<file path="src/core/ext_crtc_pkg.sv">
// Shared constants and carrier types for the extended CRT-controller register bank
package ext_crtc_pkg;

  // ----------------------------------------------------------------
  // Register indices
  // ----------------------------------------------------------------
  localparam logic [7:0] IDX_BKWD3 = 8'h34;
  localparam logic [7:0] IDX_TIMING_LOCK = 8'h35;
  localparam logic [7:0] IDX_STRAP_LO = 8'h36;
  localparam logic [7:0] IDX_STRAP_HI = 8'h37;
  localparam logic [7:0] IDX_EXT_KEY = 8'h38;
  localparam logic [7:0] IDX_SYS_KEY = 8'h39;
  localparam logic [7:0] IDX_MISC_MEM = 8'h3a;
  localparam logic [7:0] IDX_XFER_POS = 8'h3b;
  localparam logic [7:0] IDX_IL_OFS = 8'h3c;
  localparam logic [7:0] IDX_BUS_CFG = 8'h40;
  localparam logic [7:0] IDX_FW_SCRATCH = 8'h41;
  localparam logic [7:0] IDX_PCLK_MODE = 8'h42;
  localparam logic [7:0] IDX_EXT_FIRST = 8'h30;
  localparam logic [7:0] IDX_EXT_LAST = 8'h3f;
  localparam logic [7:0] IDX_SYS_FIRST = 8'h40;
  localparam logic [7:0] IDX_SYS_LAST = 8'h5f;
  localparam logic [7:0] IDX_VRE = 8'h11;

  // ----------------------------------------------------------------
  // Reset values
  // ----------------------------------------------------------------
  localparam logic [7:0] RST_ZERO = 8'h00;
  localparam logic [7:0] RST_BUS_CFG = 8'ha4;
  localparam logic [15:0] RST_STRAP = 16'h0000;

  // ----------------------------------------------------------------
  // Unlock keys
  // ----------------------------------------------------------------
  localparam logic [7:0] EXT_KEY_MASK = 8'hcc;
  localparam logic [7:0] EXT_KEY_VAL = 8'h48;
  localparam logic [7:0] SYS_KEY_MASK = 8'he0;
  localparam logic [7:0] SYS_KEY_VAL = 8'ha0;

  // ----------------------------------------------------------------
  // Field positions
  // ----------------------------------------------------------------
  localparam int LK_VTMG = 4;
  localparam int LK_HTMG = 5;
  localparam int VRE_PROTECT = 7;
  localparam int MM_ALT_EN = 2;
  localparam int MM_TOP = 3;
  localparam int MM_ENH = 4;
  localparam int MM_WIDE = 7;
  localparam int BK3_XFER_EN = 4;
  localparam int BC_ENH_ACC = 0;
  localparam int BC_PIN_SEL = 1;
  localparam int BC_WAIT1 = 2;
  localparam int BC_POST = 3;
  localparam int PM_INTL = 5;
  localparam int ST_ROM_ALL = 3;
  localparam int ST_SETUP = 8;
  localparam int ST_NOWAIT = 11;
  localparam int ST_M16_DAC = 12;

  // ----------------------------------------------------------------
  // Protected bit sets of the standard timing registers
  // ----------------------------------------------------------------
  localparam logic [7:0] MASK_ALL = 8'hff;
  localparam logic [7:0] MASK_OVF = 8'had;
  localparam logic [7:0] MASK_MSL = 8'h20;
  localparam logic [7:0] MASK_VRE = 8'h0f;
  localparam logic [7:0] MASK_MODE = 8'h04;

  // ----------------------------------------------------------------
  // ROM window and external clock select
  // ----------------------------------------------------------------
  localparam logic [4:0] ROM_WIN_HI = 5'h18;
  localparam logic [8:0] ROM_HOLE_HI = 9'h18c;
  localparam logic [1:0] CLK_SEL_EXT = 2'b11;

  typedef enum logic [1:0] {
    BUS_EISA = 2'b00,
    BUS_LOCAL = 2'b01,
    BUS_RSVD = 2'b10,
    BUS_ISA = 2'b11
  } bus_type_t;

  typedef struct packed {
    logic index_wr;
    logic data_wr;
    logic data_rd;
    logic [7:0] wdata;
  } host_req_t;

  typedef struct packed {
    logic wr;
    logic [7:0] index;
    logic [7:0] data;
    logic [7:0] keep_mask;
  } std_wr_t;

endpackage

</file>
<file path="src/core/clock_synth_strobe.sv">
// Strobes the dot-clock select code out to the external clock synthesizer
`timescale 1ns/1ns
module clock_synth_strobe (
  input wire logic clk_sys,
  input wire logic rst_n,
  input wire logic [1:0] clock_sel,
  input wire logic [3:0] dot_select,
  input wire logic dot_written,
  output logic clock_strobe_write,
  output logic [3:0] synth_code
);
  import ext_crtc_pkg::*;

  typedef struct packed {
    logic [1:0] prev_sel;
    logic strobe;
    logic [3:0] code;
  } strobe_state_t;

  strobe_state_t st_ff;
  strobe_state_t nxt_st;

  // ----------------------------------------------------------------
  // Next state
  // ----------------------------------------------------------------
  always_comb begin
    nxt_st = st_ff;
    nxt_st.prev_sel = clock_sel;
    nxt_st.strobe = 1'b0;
    // Resend on entry to the external select so the synthesizer never lags
    if (clock_sel == CLK_SEL_EXT && (dot_written || st_ff.prev_sel != CLK_SEL_EXT)) begin
      nxt_st.strobe = 1'b1;
      nxt_st.code = dot_select;
    end
  end

  always_ff @(posedge clk_sys) begin
    if (!rst_n) begin
      st_ff <= '0;
    end else begin
      st_ff <= nxt_st;
    end
  end

  assign clock_strobe_write = st_ff.strobe;
  assign synth_code = st_ff.code;
endmodule // clock_synth_strobe

</file>
<file path="src/core/ext_crtc_lock_config_regs.sv">
// Extended CRT-controller lock, strap and configuration register bank
//
// Overview of operation
// - Base field, in 16 KByte units, is added to host address bits 17-14.
// - Vertical lock blocks writes to listed vertical timing registers and bit subsets.
// - Horizontal lock blocks writes to indices 00-05 and index 17 bit 2.
// - Retrace-end bit 7 also locks indices 00-07 of those, but not 09, 10, 11, 15, 16 or 17.
// - Two read-only registers capture the sixteen strap pins at reset.
// - ISA strap bit 3 low excludes C6000H-C67FFH from the ROM decode.
// - Strap bit 8 picks setup bit on ISA, device enable on local bus.
// - Strap bit 11 enables zero-wait on ISA, tri-state access ack on local.
// - Strap bit 12 selects 16-bit select source, or when low suppresses DAC access acks.
// - Key 01xx10xx in first lock register opens the extended register set.
// - Key 101xxxxx in second lock register opens system control registers.
// - Locked after reset; unlocked until a significant key bit changes.
// - Reserved bits are written as zero; reads of them are undefined.
// - Alternate refresh count is used only while its enable bit is set.
// - Top-of-memory bit forces host and CRTC accesses into top memory.
// - Enhanced-color bit configures shift registers for 4-bit or wide modes.
// - Bus-width bit selects 8-bit bus, or 16-bit with 16-bit select.
// - Transfer cycle is issued at the programmed horizontal character position.
// - Interlace retrace offset in character clocks applies in interlaced mode.
// - Config bit 0 enables enhanced access; bit 1 repurposes monitor-ID pins.
// - Wait-state bit inserts one wait state; another bit enables posting.
// - Local-bus wait fields map 0,1,3,2; ISA read-wait 00 allows zero-wait.
// - Dot-clock field strobes to synthesizer only with clock select 11.
// - Transfer-position enable picks horizontal total or programmed position.
`timescale 1ns/1ns
module ext_crtc_lock_config_regs (
  input wire logic clk_sys,
  input wire logic rst_n,
  input wire ext_crtc_pkg::host_req_t host_req,
  output logic [7:0] host_rdata,
  output logic host_rvalid,
  input wire logic [15:0] pixel_data_strap_pins,
  input wire logic [19:0] host_addr,
  input wire logic dac_access,
  input wire logic [1:0] misc_clock_sel,
  input wire logic [7:0] h_total_pos,
  input wire logic [7:0] h_char_count,
  input wire logic dac_ctl_strobe_mode,
  input wire logic strobe_read_req_n,
  input wire logic bus_request_req_n,
  input wire logic monitor_id_pin0_i,
  output logic monitor_id_pin0_o,
  output logic monitor_id_pin0_oe,
  input wire logic monitor_id_pin1_i,
  output logic monitor_id_pin1_o,
  output logic monitor_id_pin1_oe,
  output ext_crtc_pkg::std_wr_t std_wr,
  output logic [3:0] display_addr_hi,
  output logic rom_chip_select,
  output logic setup_bit_is_bit4,
  output logic device_enable,
  output logic zero_wait_out,
  output logic local_access_tristate,
  output logic local_access_ack_en,
  output logic local_ready_en,
  output logic mem16_select_out,
  output logic wide_bus_enable,
  output logic [1:0] alt_refresh_count,
  output logic alt_refresh_enable,
  output logic top_of_memory,
  output logic enhanced_color_shift,
  output logic transfer_cycle_pulse,
  output logic [7:0] interlace_offset,
  output logic interlace_active,
  output logic enhanced_access_en,
  output logic [1:0] monitor_id,
  output logic bus_grant_in,
  output logic wait_state_control,
  output logic write_posting_enable,
  output logic [1:0] decode_wait_states,
  output logic [1:0] read_wait_states,
  output logic clock_strobe_write,
  output logic [3:0] synth_code
);
  import ext_crtc_pkg::*;

  // ----------------------------------------------------------------
  // State
  // ----------------------------------------------------------------
  typedef struct packed {
    logic [7:0] index;
    logic strap_done;
    logic [15:0] strap;
    logic [7:0] timing_lock;
    logic [7:0] bkwd3;
    logic [7:0] ext_key;
    logic [7:0] sys_key;
    logic [7:0] misc_mem;
    logic [7:0] xfer_pos;
    logic [7:0] il_ofs;
    logic [7:0] bus_cfg;
    logic [7:0] fw_scratch;
    logic [7:0] pclk_mode;
    logic [7:0] vre_shadow;
    logic [7:0] rdata;
    logic rvalid;
    std_wr_t std;
    logic [3:0] addr_hi;
    logic xfer_pulse;
    logic [1:0] mon_id;
    logic grant;
  } bank_state_t;

  bank_state_t st_ff;
  bank_state_t nxt_st;

  logic ext_open;
  logic sys_open;
  logic in_ext;
  logic in_sys;
  logic access_ok;
  logic dot_written;
  bus_type_t bus_type;
  logic [7:0] xfer_target;

  // ----------------------------------------------------------------
  // Functions
  // ----------------------------------------------------------------
  function automatic logic [1:0] wait_map(input logic [1:0] code);
    case (code)
      2'b00: wait_map = 2'd0;
      2'b01: wait_map = 2'd1;
      2'b10: wait_map = 2'd3;
      2'b11: wait_map = 2'd2;
      default: wait_map = 2'd0;
    endcase
  endfunction

  // Bits of a standard timing register that a write must leave alone
  function automatic logic [7:0] prot_mask(input logic [7:0] idx, input logic vlock,
                                           input logic hlock, input logic vre);
    logic hv;
    logic vv;
    hv = hlock | vre;
    vv = vlock | vre;
    case (idx)
      8'h00, 8'h01, 8'h02, 8'h03, 8'h04, 8'h05:
        prot_mask = hv ? MASK_ALL : 8'h00;
      8'h06: prot_mask = vv ? MASK_ALL : 8'h00;
      8'h07: prot_mask = vv ? MASK_OVF : 8'h00;
      8'h09: prot_mask = vlock ? MASK_MSL : 8'h00;
      8'h10, 8'h15, 8'h16: prot_mask = vlock ? MASK_ALL : 8'h00;
      8'h11: prot_mask = vlock ? MASK_VRE : 8'h00;
      8'h17: prot_mask = hlock ? MASK_MODE : 8'h00;
      default: prot_mask = 8'h00;
    endcase
  endfunction

  // ----------------------------------------------------------------
  // Access gating
  // ----------------------------------------------------------------
  // Keys are compared live, so any change of a significant bit relocks at once
  assign ext_open = (st_ff.ext_key & EXT_KEY_MASK) == EXT_KEY_VAL;
  assign sys_open = (st_ff.sys_key & SYS_KEY_MASK) == SYS_KEY_VAL;
  assign in_ext = st_ff.index >= IDX_EXT_FIRST && st_ff.index <= IDX_EXT_LAST;
  assign in_sys = st_ff.index >= IDX_SYS_FIRST && st_ff.index <= IDX_SYS_LAST;
  // The key registers themselves stay reachable, or nothing could unlock
  always_comb begin
    if (st_ff.index == IDX_EXT_KEY || st_ff.index == IDX_SYS_KEY) begin
      access_ok = 1'b1;
    end else if (in_ext) begin
      access_ok = ext_open;
    end else if (in_sys) begin
      access_ok = sys_open;
    end else begin
      access_ok = 1'b1;
    end
  end

  assign bus_type = bus_type_t'(st_ff.strap[1:0]);
  assign dot_written = host_req.data_wr && access_ok && st_ff.index == IDX_PCLK_MODE;

  // Horizontal total stands in when programmed position is disabled
  assign xfer_target = st_ff.bkwd3[BK3_XFER_EN] ? st_ff.xfer_pos : h_total_pos;

  // ----------------------------------------------------------------
  // Next state
  // ----------------------------------------------------------------
  always_comb begin
    nxt_st = st_ff;
    nxt_st.rvalid = 1'b0;
    nxt_st.std.wr = 1'b0;

    // Straps are caught at the first edge after reset release
    if (!st_ff.strap_done) begin
      nxt_st.strap = pixel_data_strap_pins;
      nxt_st.strap_done = 1'b1;
    end

    if (host_req.index_wr) begin
      nxt_st.index = host_req.wdata;
    end

    if (host_req.data_wr) begin
      if (st_ff.index < IDX_EXT_FIRST) begin
        // Standard registers live elsewhere; forward with the keep mask
        nxt_st.std.wr = 1'b1;
        nxt_st.std.index = st_ff.index;
        nxt_st.std.data = host_req.wdata;
        nxt_st.std.keep_mask = prot_mask(st_ff.index, st_ff.timing_lock[LK_VTMG],
                                         st_ff.timing_lock[LK_HTMG],
                                         st_ff.vre_shadow[VRE_PROTECT]);
        // Shadow retrace-end so its protect bit is known here
        if (st_ff.index == IDX_VRE) begin
          nxt_st.vre_shadow = (host_req.wdata & ~nxt_st.std.keep_mask) |
                              (st_ff.vre_shadow & nxt_st.std.keep_mask);
        end
      end else if (access_ok) begin
        case (st_ff.index)
          IDX_BKWD3: nxt_st.bkwd3 = host_req.wdata;
          IDX_TIMING_LOCK: nxt_st.timing_lock = host_req.wdata;
          IDX_EXT_KEY: nxt_st.ext_key = host_req.wdata;
          IDX_SYS_KEY: nxt_st.sys_key = host_req.wdata;
          IDX_MISC_MEM: nxt_st.misc_mem = host_req.wdata;
          IDX_XFER_POS: nxt_st.xfer_pos = host_req.wdata;
          IDX_IL_OFS: nxt_st.il_ofs = host_req.wdata;
          IDX_BUS_CFG: nxt_st.bus_cfg = host_req.wdata;
          IDX_FW_SCRATCH: nxt_st.fw_scratch = host_req.wdata;
          IDX_PCLK_MODE: nxt_st.pclk_mode = host_req.wdata;
          default: nxt_st.index = st_ff.index;
        endcase
      end
      // Writes to a locked index are dropped with no error
    end

    if (host_req.data_rd) begin
      nxt_st.rvalid = 1'b1;
      nxt_st.rdata = 8'h00;
      if (access_ok) begin
        // Reserved bits read back as stored; software must not rely on them
        case (st_ff.index)
          IDX_BKWD3: nxt_st.rdata = st_ff.bkwd3;
          IDX_TIMING_LOCK: nxt_st.rdata = st_ff.timing_lock;
          IDX_STRAP_LO: nxt_st.rdata = st_ff.strap[7:0];
          IDX_STRAP_HI: nxt_st.rdata = st_ff.strap[15:8];
          IDX_EXT_KEY: nxt_st.rdata = st_ff.ext_key;
          IDX_SYS_KEY: nxt_st.rdata = st_ff.sys_key;
          IDX_MISC_MEM: nxt_st.rdata = st_ff.misc_mem;
          IDX_XFER_POS: nxt_st.rdata = st_ff.xfer_pos;
          IDX_IL_OFS: nxt_st.rdata = st_ff.il_ofs;
          IDX_BUS_CFG: nxt_st.rdata = st_ff.bus_cfg;
          IDX_FW_SCRATCH: nxt_st.rdata = st_ff.fw_scratch;
          IDX_PCLK_MODE: nxt_st.rdata = st_ff.pclk_mode;
          IDX_VRE: nxt_st.rdata = st_ff.vre_shadow;
          default: nxt_st.rdata = 8'h00;
        endcase
      end
    end

    // Display address: base offset added to host bits 17-14, modulo 16
    nxt_st.addr_hi = 4'(st_ff.timing_lock[3:0] + host_addr[17:14]);

    nxt_st.xfer_pulse = h_char_count == xfer_target;

    // Monitor-ID pins are sampled only while they keep their normal role
    if (!st_ff.bus_cfg[BC_PIN_SEL]) begin
      nxt_st.mon_id = {monitor_id_pin1_i, monitor_id_pin0_i};
    end
    nxt_st.grant = st_ff.bus_cfg[BC_PIN_SEL] && !dac_ctl_strobe_mode
                   && !monitor_id_pin0_i;
  end

  always_ff @(posedge clk_sys) begin
    if (!rst_n) begin
      st_ff <= '0;
      st_ff.strap <= RST_STRAP;
      st_ff.timing_lock <= RST_ZERO;
      st_ff.ext_key <= RST_ZERO;
      st_ff.sys_key <= RST_ZERO;
      st_ff.bus_cfg <= RST_BUS_CFG;
    end else begin
      st_ff <= nxt_st;
    end
  end

  // ----------------------------------------------------------------
  // Strap-driven bus behaviour
  // ----------------------------------------------------------------
  // ROM window C0000H-C7FFFH, with the C6000H-C67FFH hole unless strapped open
  always_comb begin
    rom_chip_select = 1'b0;
    if (bus_type == BUS_ISA && host_addr[19:15] == ROM_WIN_HI) begin
      rom_chip_select = st_ff.strap[ST_ROM_ALL] ||
                        host_addr[19:11] != ROM_HOLE_HI;
    end
  end

  assign setup_bit_is_bit4 = st_ff.strap[ST_SETUP];
  assign device_enable = (bus_type != BUS_LOCAL) || st_ff.strap[ST_SETUP];
  assign zero_wait_out = bus_type == BUS_ISA && st_ff.strap[ST_NOWAIT] &&
                         st_ff.bus_cfg[7:6] == 2'b00;
  assign local_access_tristate = bus_type == BUS_LOCAL && st_ff.strap[ST_NOWAIT];
  assign local_access_ack_en = !(bus_type == BUS_LOCAL && dac_access &&
                                 !st_ff.strap[ST_M16_DAC]);
  assign local_ready_en = local_access_ack_en;
  // Without the strap an external decoder owns the 16-bit select
  assign mem16_select_out = bus_type == BUS_ISA && st_ff.strap[ST_M16_DAC] &&
                            st_ff.misc_mem[MM_WIDE];

  // ----------------------------------------------------------------
  // Memory, refresh and display controls
  // ----------------------------------------------------------------
  assign display_addr_hi = st_ff.addr_hi;
  assign wide_bus_enable = st_ff.misc_mem[MM_WIDE];
  assign alt_refresh_enable = st_ff.misc_mem[MM_ALT_EN];
  assign alt_refresh_count = st_ff.misc_mem[MM_ALT_EN] ? st_ff.misc_mem[1:0]
                                                       : 2'b00;
  assign top_of_memory = st_ff.misc_mem[MM_TOP];
  assign enhanced_color_shift = st_ff.misc_mem[MM_ENH];
  assign transfer_cycle_pulse = st_ff.xfer_pulse;
  assign interlace_active = st_ff.pclk_mode[PM_INTL];
  assign interlace_offset = st_ff.pclk_mode[PM_INTL] ? st_ff.il_ofs : 8'h00;

  // ----------------------------------------------------------------
  // Host bus configuration
  // ----------------------------------------------------------------
  assign enhanced_access_en = st_ff.bus_cfg[BC_ENH_ACC];
  assign wait_state_control = st_ff.bus_cfg[BC_WAIT1];
  assign write_posting_enable = st_ff.bus_cfg[BC_POST];
  assign decode_wait_states = wait_map(st_ff.bus_cfg[5:4]);
  assign read_wait_states = wait_map(st_ff.bus_cfg[7:6]);
  assign monitor_id = st_ff.mon_id;
  assign bus_grant_in = st_ff.grant;

  // Pin 0 drives the read strobe in strobe mode; pin 1 drives bus request outside it
  assign monitor_id_pin0_oe = st_ff.bus_cfg[BC_PIN_SEL] && dac_ctl_strobe_mode;
  assign monitor_id_pin0_o = strobe_read_req_n;
  assign monitor_id_pin1_oe = st_ff.bus_cfg[BC_PIN_SEL] && !dac_ctl_strobe_mode;
  assign monitor_id_pin1_o = bus_request_req_n;

  assign host_rdata = st_ff.rdata;
  assign host_rvalid = st_ff.rvalid;
  assign std_wr = st_ff.std;

  // ----------------------------------------------------------------
  // Dot clock strobe
  // ----------------------------------------------------------------
  clock_synth_strobe u_clock_synth_strobe (
    .clk_sys(clk_sys),
    .rst_n(rst_n),
    .clock_sel(misc_clock_sel),
    .dot_select(nxt_st.pclk_mode[3:0]),
    .dot_written(dot_written),
    .clock_strobe_write(clock_strobe_write),
    .synth_code(synth_code)
  );
endmodule // ext_crtc_lock_config_regs

</file>
<file path="config.mk">
export PLATFORM = sky130hd
export DESIGN_NAME = ext_crtc_lock_config_regs
export DESIGN_NICKNAME = d
export VERILOG_FILES = /design/src/core/ext_crtc_pkg.sv /design/src/core/clock_synth_strobe.sv /design/src/core/ext_crtc_lock_config_regs.sv
export SDC_FILE = /design/constraint.sdc
export NUM_CORES = 1
export LEC_CHECK = 0
export ABC_AREA = 1
export BUFFER_PORTS_ARGS = -buffer_cell sky130_fd_sc_hd__clkbuf_2
export CAP_MARGIN = 25
export CORE_MARGIN = 1.5
export CORE_UTILIZATION = 56
export DETAILED_ROUTE_END_ITERATION = 6
export PLACE_DENSITY = 0.91
export SYNTH_ARGS = -nofsm -noshare
export SYNTH_HDL_FRONTEND = slang
export SYNTH_SLANG_ARGS = --single-unit
</file>
<file path="constraint.sdc">
create_clock -name clk_sys -period 2 [get_ports clk_sys]
set_input_delay 0.4 -clock clk_sys [delete_from_list [all_inputs] [get_ports clk_sys]]
set_output_delay 0.4 -clock clk_sys [all_outputs]
set_load 0.1 [all_outputs]
</file>
==> results.md <==
- Status: completed
- DRC viols: 0
- Worst reg2reg path depth: 13
- Period utilisation layout: 97.9%
- Min-delay worst type: in -> reg
- Worst-margin pin slew: 0.553 ns
- Detail Route Antenna Nets: 0
- Top-area cell type share of the netlist area: 39.2%
- Die Height: 124 microns
- Fin nets: 1385
- Antenna violations before repair: 0
- Global-route wire length before repair: 36300 microns
- Vias in the first global route: 7206
- Area delta synth->final: 19.3%
- EDFF count, synth: 0
- Fraction of layout cells with a size suffix above 1: 23.4%
- Placement Rows: 43
- Post-synthesis sequential area ratio: 39.2%
- Hpwl dp: 16200 microns
- WHS Path Cells: 2
- Inserted Clock Buffers: 17
- Mapped Area: 8170 sq um
- Register bit count reported by yosys: 160
- Fin Hold WS: 0.135 ns
- CP endpoint kind: output pin
- RSZ-0062 raised after global routing: true
- Clk_skew: 0.00970 ns
- Final hold vios: 0
- H-tree depth: 4
- Hold endpoint: bus_grant_in
- CP startpoint kind: flip-flop
- Pleak: 4.57 nW
- Cells after Synth: 1195
- Sw power: 2.64 mW
- Max-Cap Viols: 0
- Initial core utilization: 58.2%
- Ys async rst share: 0%
- GRT Overall Usage: 31.2%
- Reg2reg end: host_rdata[4]
- GRT overflow: 0
- Root Buffer: clkbuf_16
- Initial DRC Count: 1069
- FF-to-FF Start: st_ff[153]
- P per Cell Area: 825 nW/um^2
- Die area: 15300 sq um
- Routed WL: 23700 microns
- Area contributors post-synth: dfxtp_1, nand2_1, o21ai_0
- FMAX: 0.511 GHz
- Maximum VDD drop: 666 uV
- Combinational power share: 17.8%
- Slew Viols, Final: 0
- CTS tree: built
- Worst reg2reg setup slack: 0.10 ns
- I/O Buffers: 138
- Register share of total power: 42.0%
- Power Internal: 5.40 mW
- Slew headroom: 63.3%
- Post-synth net total: 1278
- Avg Cell Area, Syn: 6.84 sq um
- TritonCTS Sinks: 160
- IO Pins: 154
- Via/cell ratio: 5.50
- Total power: 8.04 mW
- Max Buffers Root-to-Sink: 2
- WS Path Type: reg -> out
- Synth top cells by count: nand2_1, dfxtp_1, inv_1
- Largest net degree at the start of global routing: 56
- TritonRoute pass-1 iters: 5
- Final min period: 1.96 ns
- Final setup viols: 0
- N_diodes: 0
- Most numerous cell in the Yosys netlist: nand2_1
- Routed WL per cell: 15.8 microns
- Netlist cell types: 36
- Yosys top cell by area: dfxtp_1
- Clock network fraction of total power: 40.2%
- Crit path DAT: 1.56 ns
- Warnings from Yosys: 0
- RePlAce Congestion: 0.974
- Clock latency on the worst-skew pair: 0.44 ns
- Vias: 8223
- Reg clk slew, reported paths: 0.07 ns
- Die Wd: 124 microns
- CP max FO: 4
- Sw frac: 32.8%
- Core area: 14000 sq um
- Post-synth top flop: dfxtp_1
- Hold wc startpoint: monitor_id_pin0_i
- Worst path required time: 1.60 ns
==> stage by stage <==
step	utilization (%)	setup WS [ns]	std cells	area [sq um]	setup TNS, ns
final	69.4	0.0421	1495	9750	0
after floorplan	-	-0.196	1195	8230	-0.246
after global placement	63.4	-0.0378	1453	8900	-0.276
after detailed placement	63.4	-0.0966	1453	8900	-0.684
after CTS	67.8	0.000663	1485	9520	0
after global routing	69.4	0.000327	1495	9750	0
==> worst max path at each step <==
| stage | slack, ns | cells past startpoint | from | endpoint |
|---|---|---|---|---|
| 3_3_place_gp | -0.04 | 11 | st_ff[150] | host_rdata[0] |
| 3_5_place_dp | -0.1 | 11 | st_ff[150] | host_rdata[0] |
| 5_1_grt | 0.0003 | 5 | bus_type[1] | rom_chip_select |
| 4_1_cts | 0.0007 | 5 | bus_type[1] | rom_chip_select |
| 2_1_floorplan | -0.20 | 4 | bus_type[0] | local_ready_en |
| 6_report | 0.04 | 5 | st_ff[72] | zero_wait_out |
==> routing by layer <==
| metal | track usage [%] | up-vias | share of wire [%] |
|---|---|---|---|
| li1 | - | 4018 | - |
| met4 | 15.9 | 0 | 4.4 |
| met5 | 0 | - | 0 |
| met2 | 47.0 | 445 | 44 |
| met1 | 41.5 | 3689 | 42 |
| met3 | 7.60 | 71 | 9.7 |
==> layout by cell type, fill, tap and decap left out, drive strengths merged, types with 3 or more instances in the layout <==
cell,n
a211oi,11
a21oi,103
buf,59
clkbuf,144
clkinv,7
clkinvlp,9
dfxtp,160
ha,9
inv,151
nand2,231
nand3,111
nand4,13
nor2,155
nor3,14
nor4,4
o211ai,5
o21ai,116
xnor2,3
==> critical path, stage by stage (launching register included) <==
cell     delay [ns]
dfxtp_1        0.33
inv_1          0.13
ha_1           0.25
nand2_1        0.09
nor2_2         0.13
buf_12         0.19
==> registers in the layout, indices dropped and copies added (netlist names), 2 cells and up, named ones only <==
name,cells
monitor_id,2
display_addr_hi,4
bus_type,2
u_clock_synth_strobe.synth_code,4
std_wr,23
u_clock_synth_strobe.st_ff,2
host_rdata,8
st_ff,94
==> cell families (layout without fill, tap and decap cells) <==
group | after synthesis | after routing | share of synthesized area (%)
adder cells (fa/ha/maj) | 10 | 10 | 1.62
AND/OR/NAND/NOR | 529 | 530 | 28.8
AO/OA/AOI/OAI | 239 | 239 | 15.3
flip-flops | 160 | 160 | 39.2
XOR/XNOR | 5 | 5 | 0.536
buffers and inverters | 252 | 371 | 14.5
==> power groups by stage <==
stage | clock network (mW) | registers (mW) | logic, mW
final | 3.24 | 3.38 | 1.43
after global routing | 3.40 | 3.39 | 1.51
after CTS | 3.24 | 3.37 | 1.37
after detailed placement | 0 | 3.44 | 1.35
after global placement | 0 | 3.44 | 1.33
after floorplan | 0 | 3.45 | 1.10
==> what timing repair did <==
action,in CTS,in global routing
pin swaps,0,6
gates resized for setup,13,49
hold buffers,0,0
cloned,0,2
setup buffers,0,8
endpoints found under the setup margin,14,59
==> final cells by class <==
cell class / instances / area, sq um
tap: 180 / 225
clock buffer: 18 / 439
timing repair buffer: 185 / 1180
clock inverter: 14 / 141
multi-input combinational: 784 / 3920
sequential: 160 / 3230
inverter: 154 / 611
fill: 1123 / 4300
(Power assumes the default switching activity.)
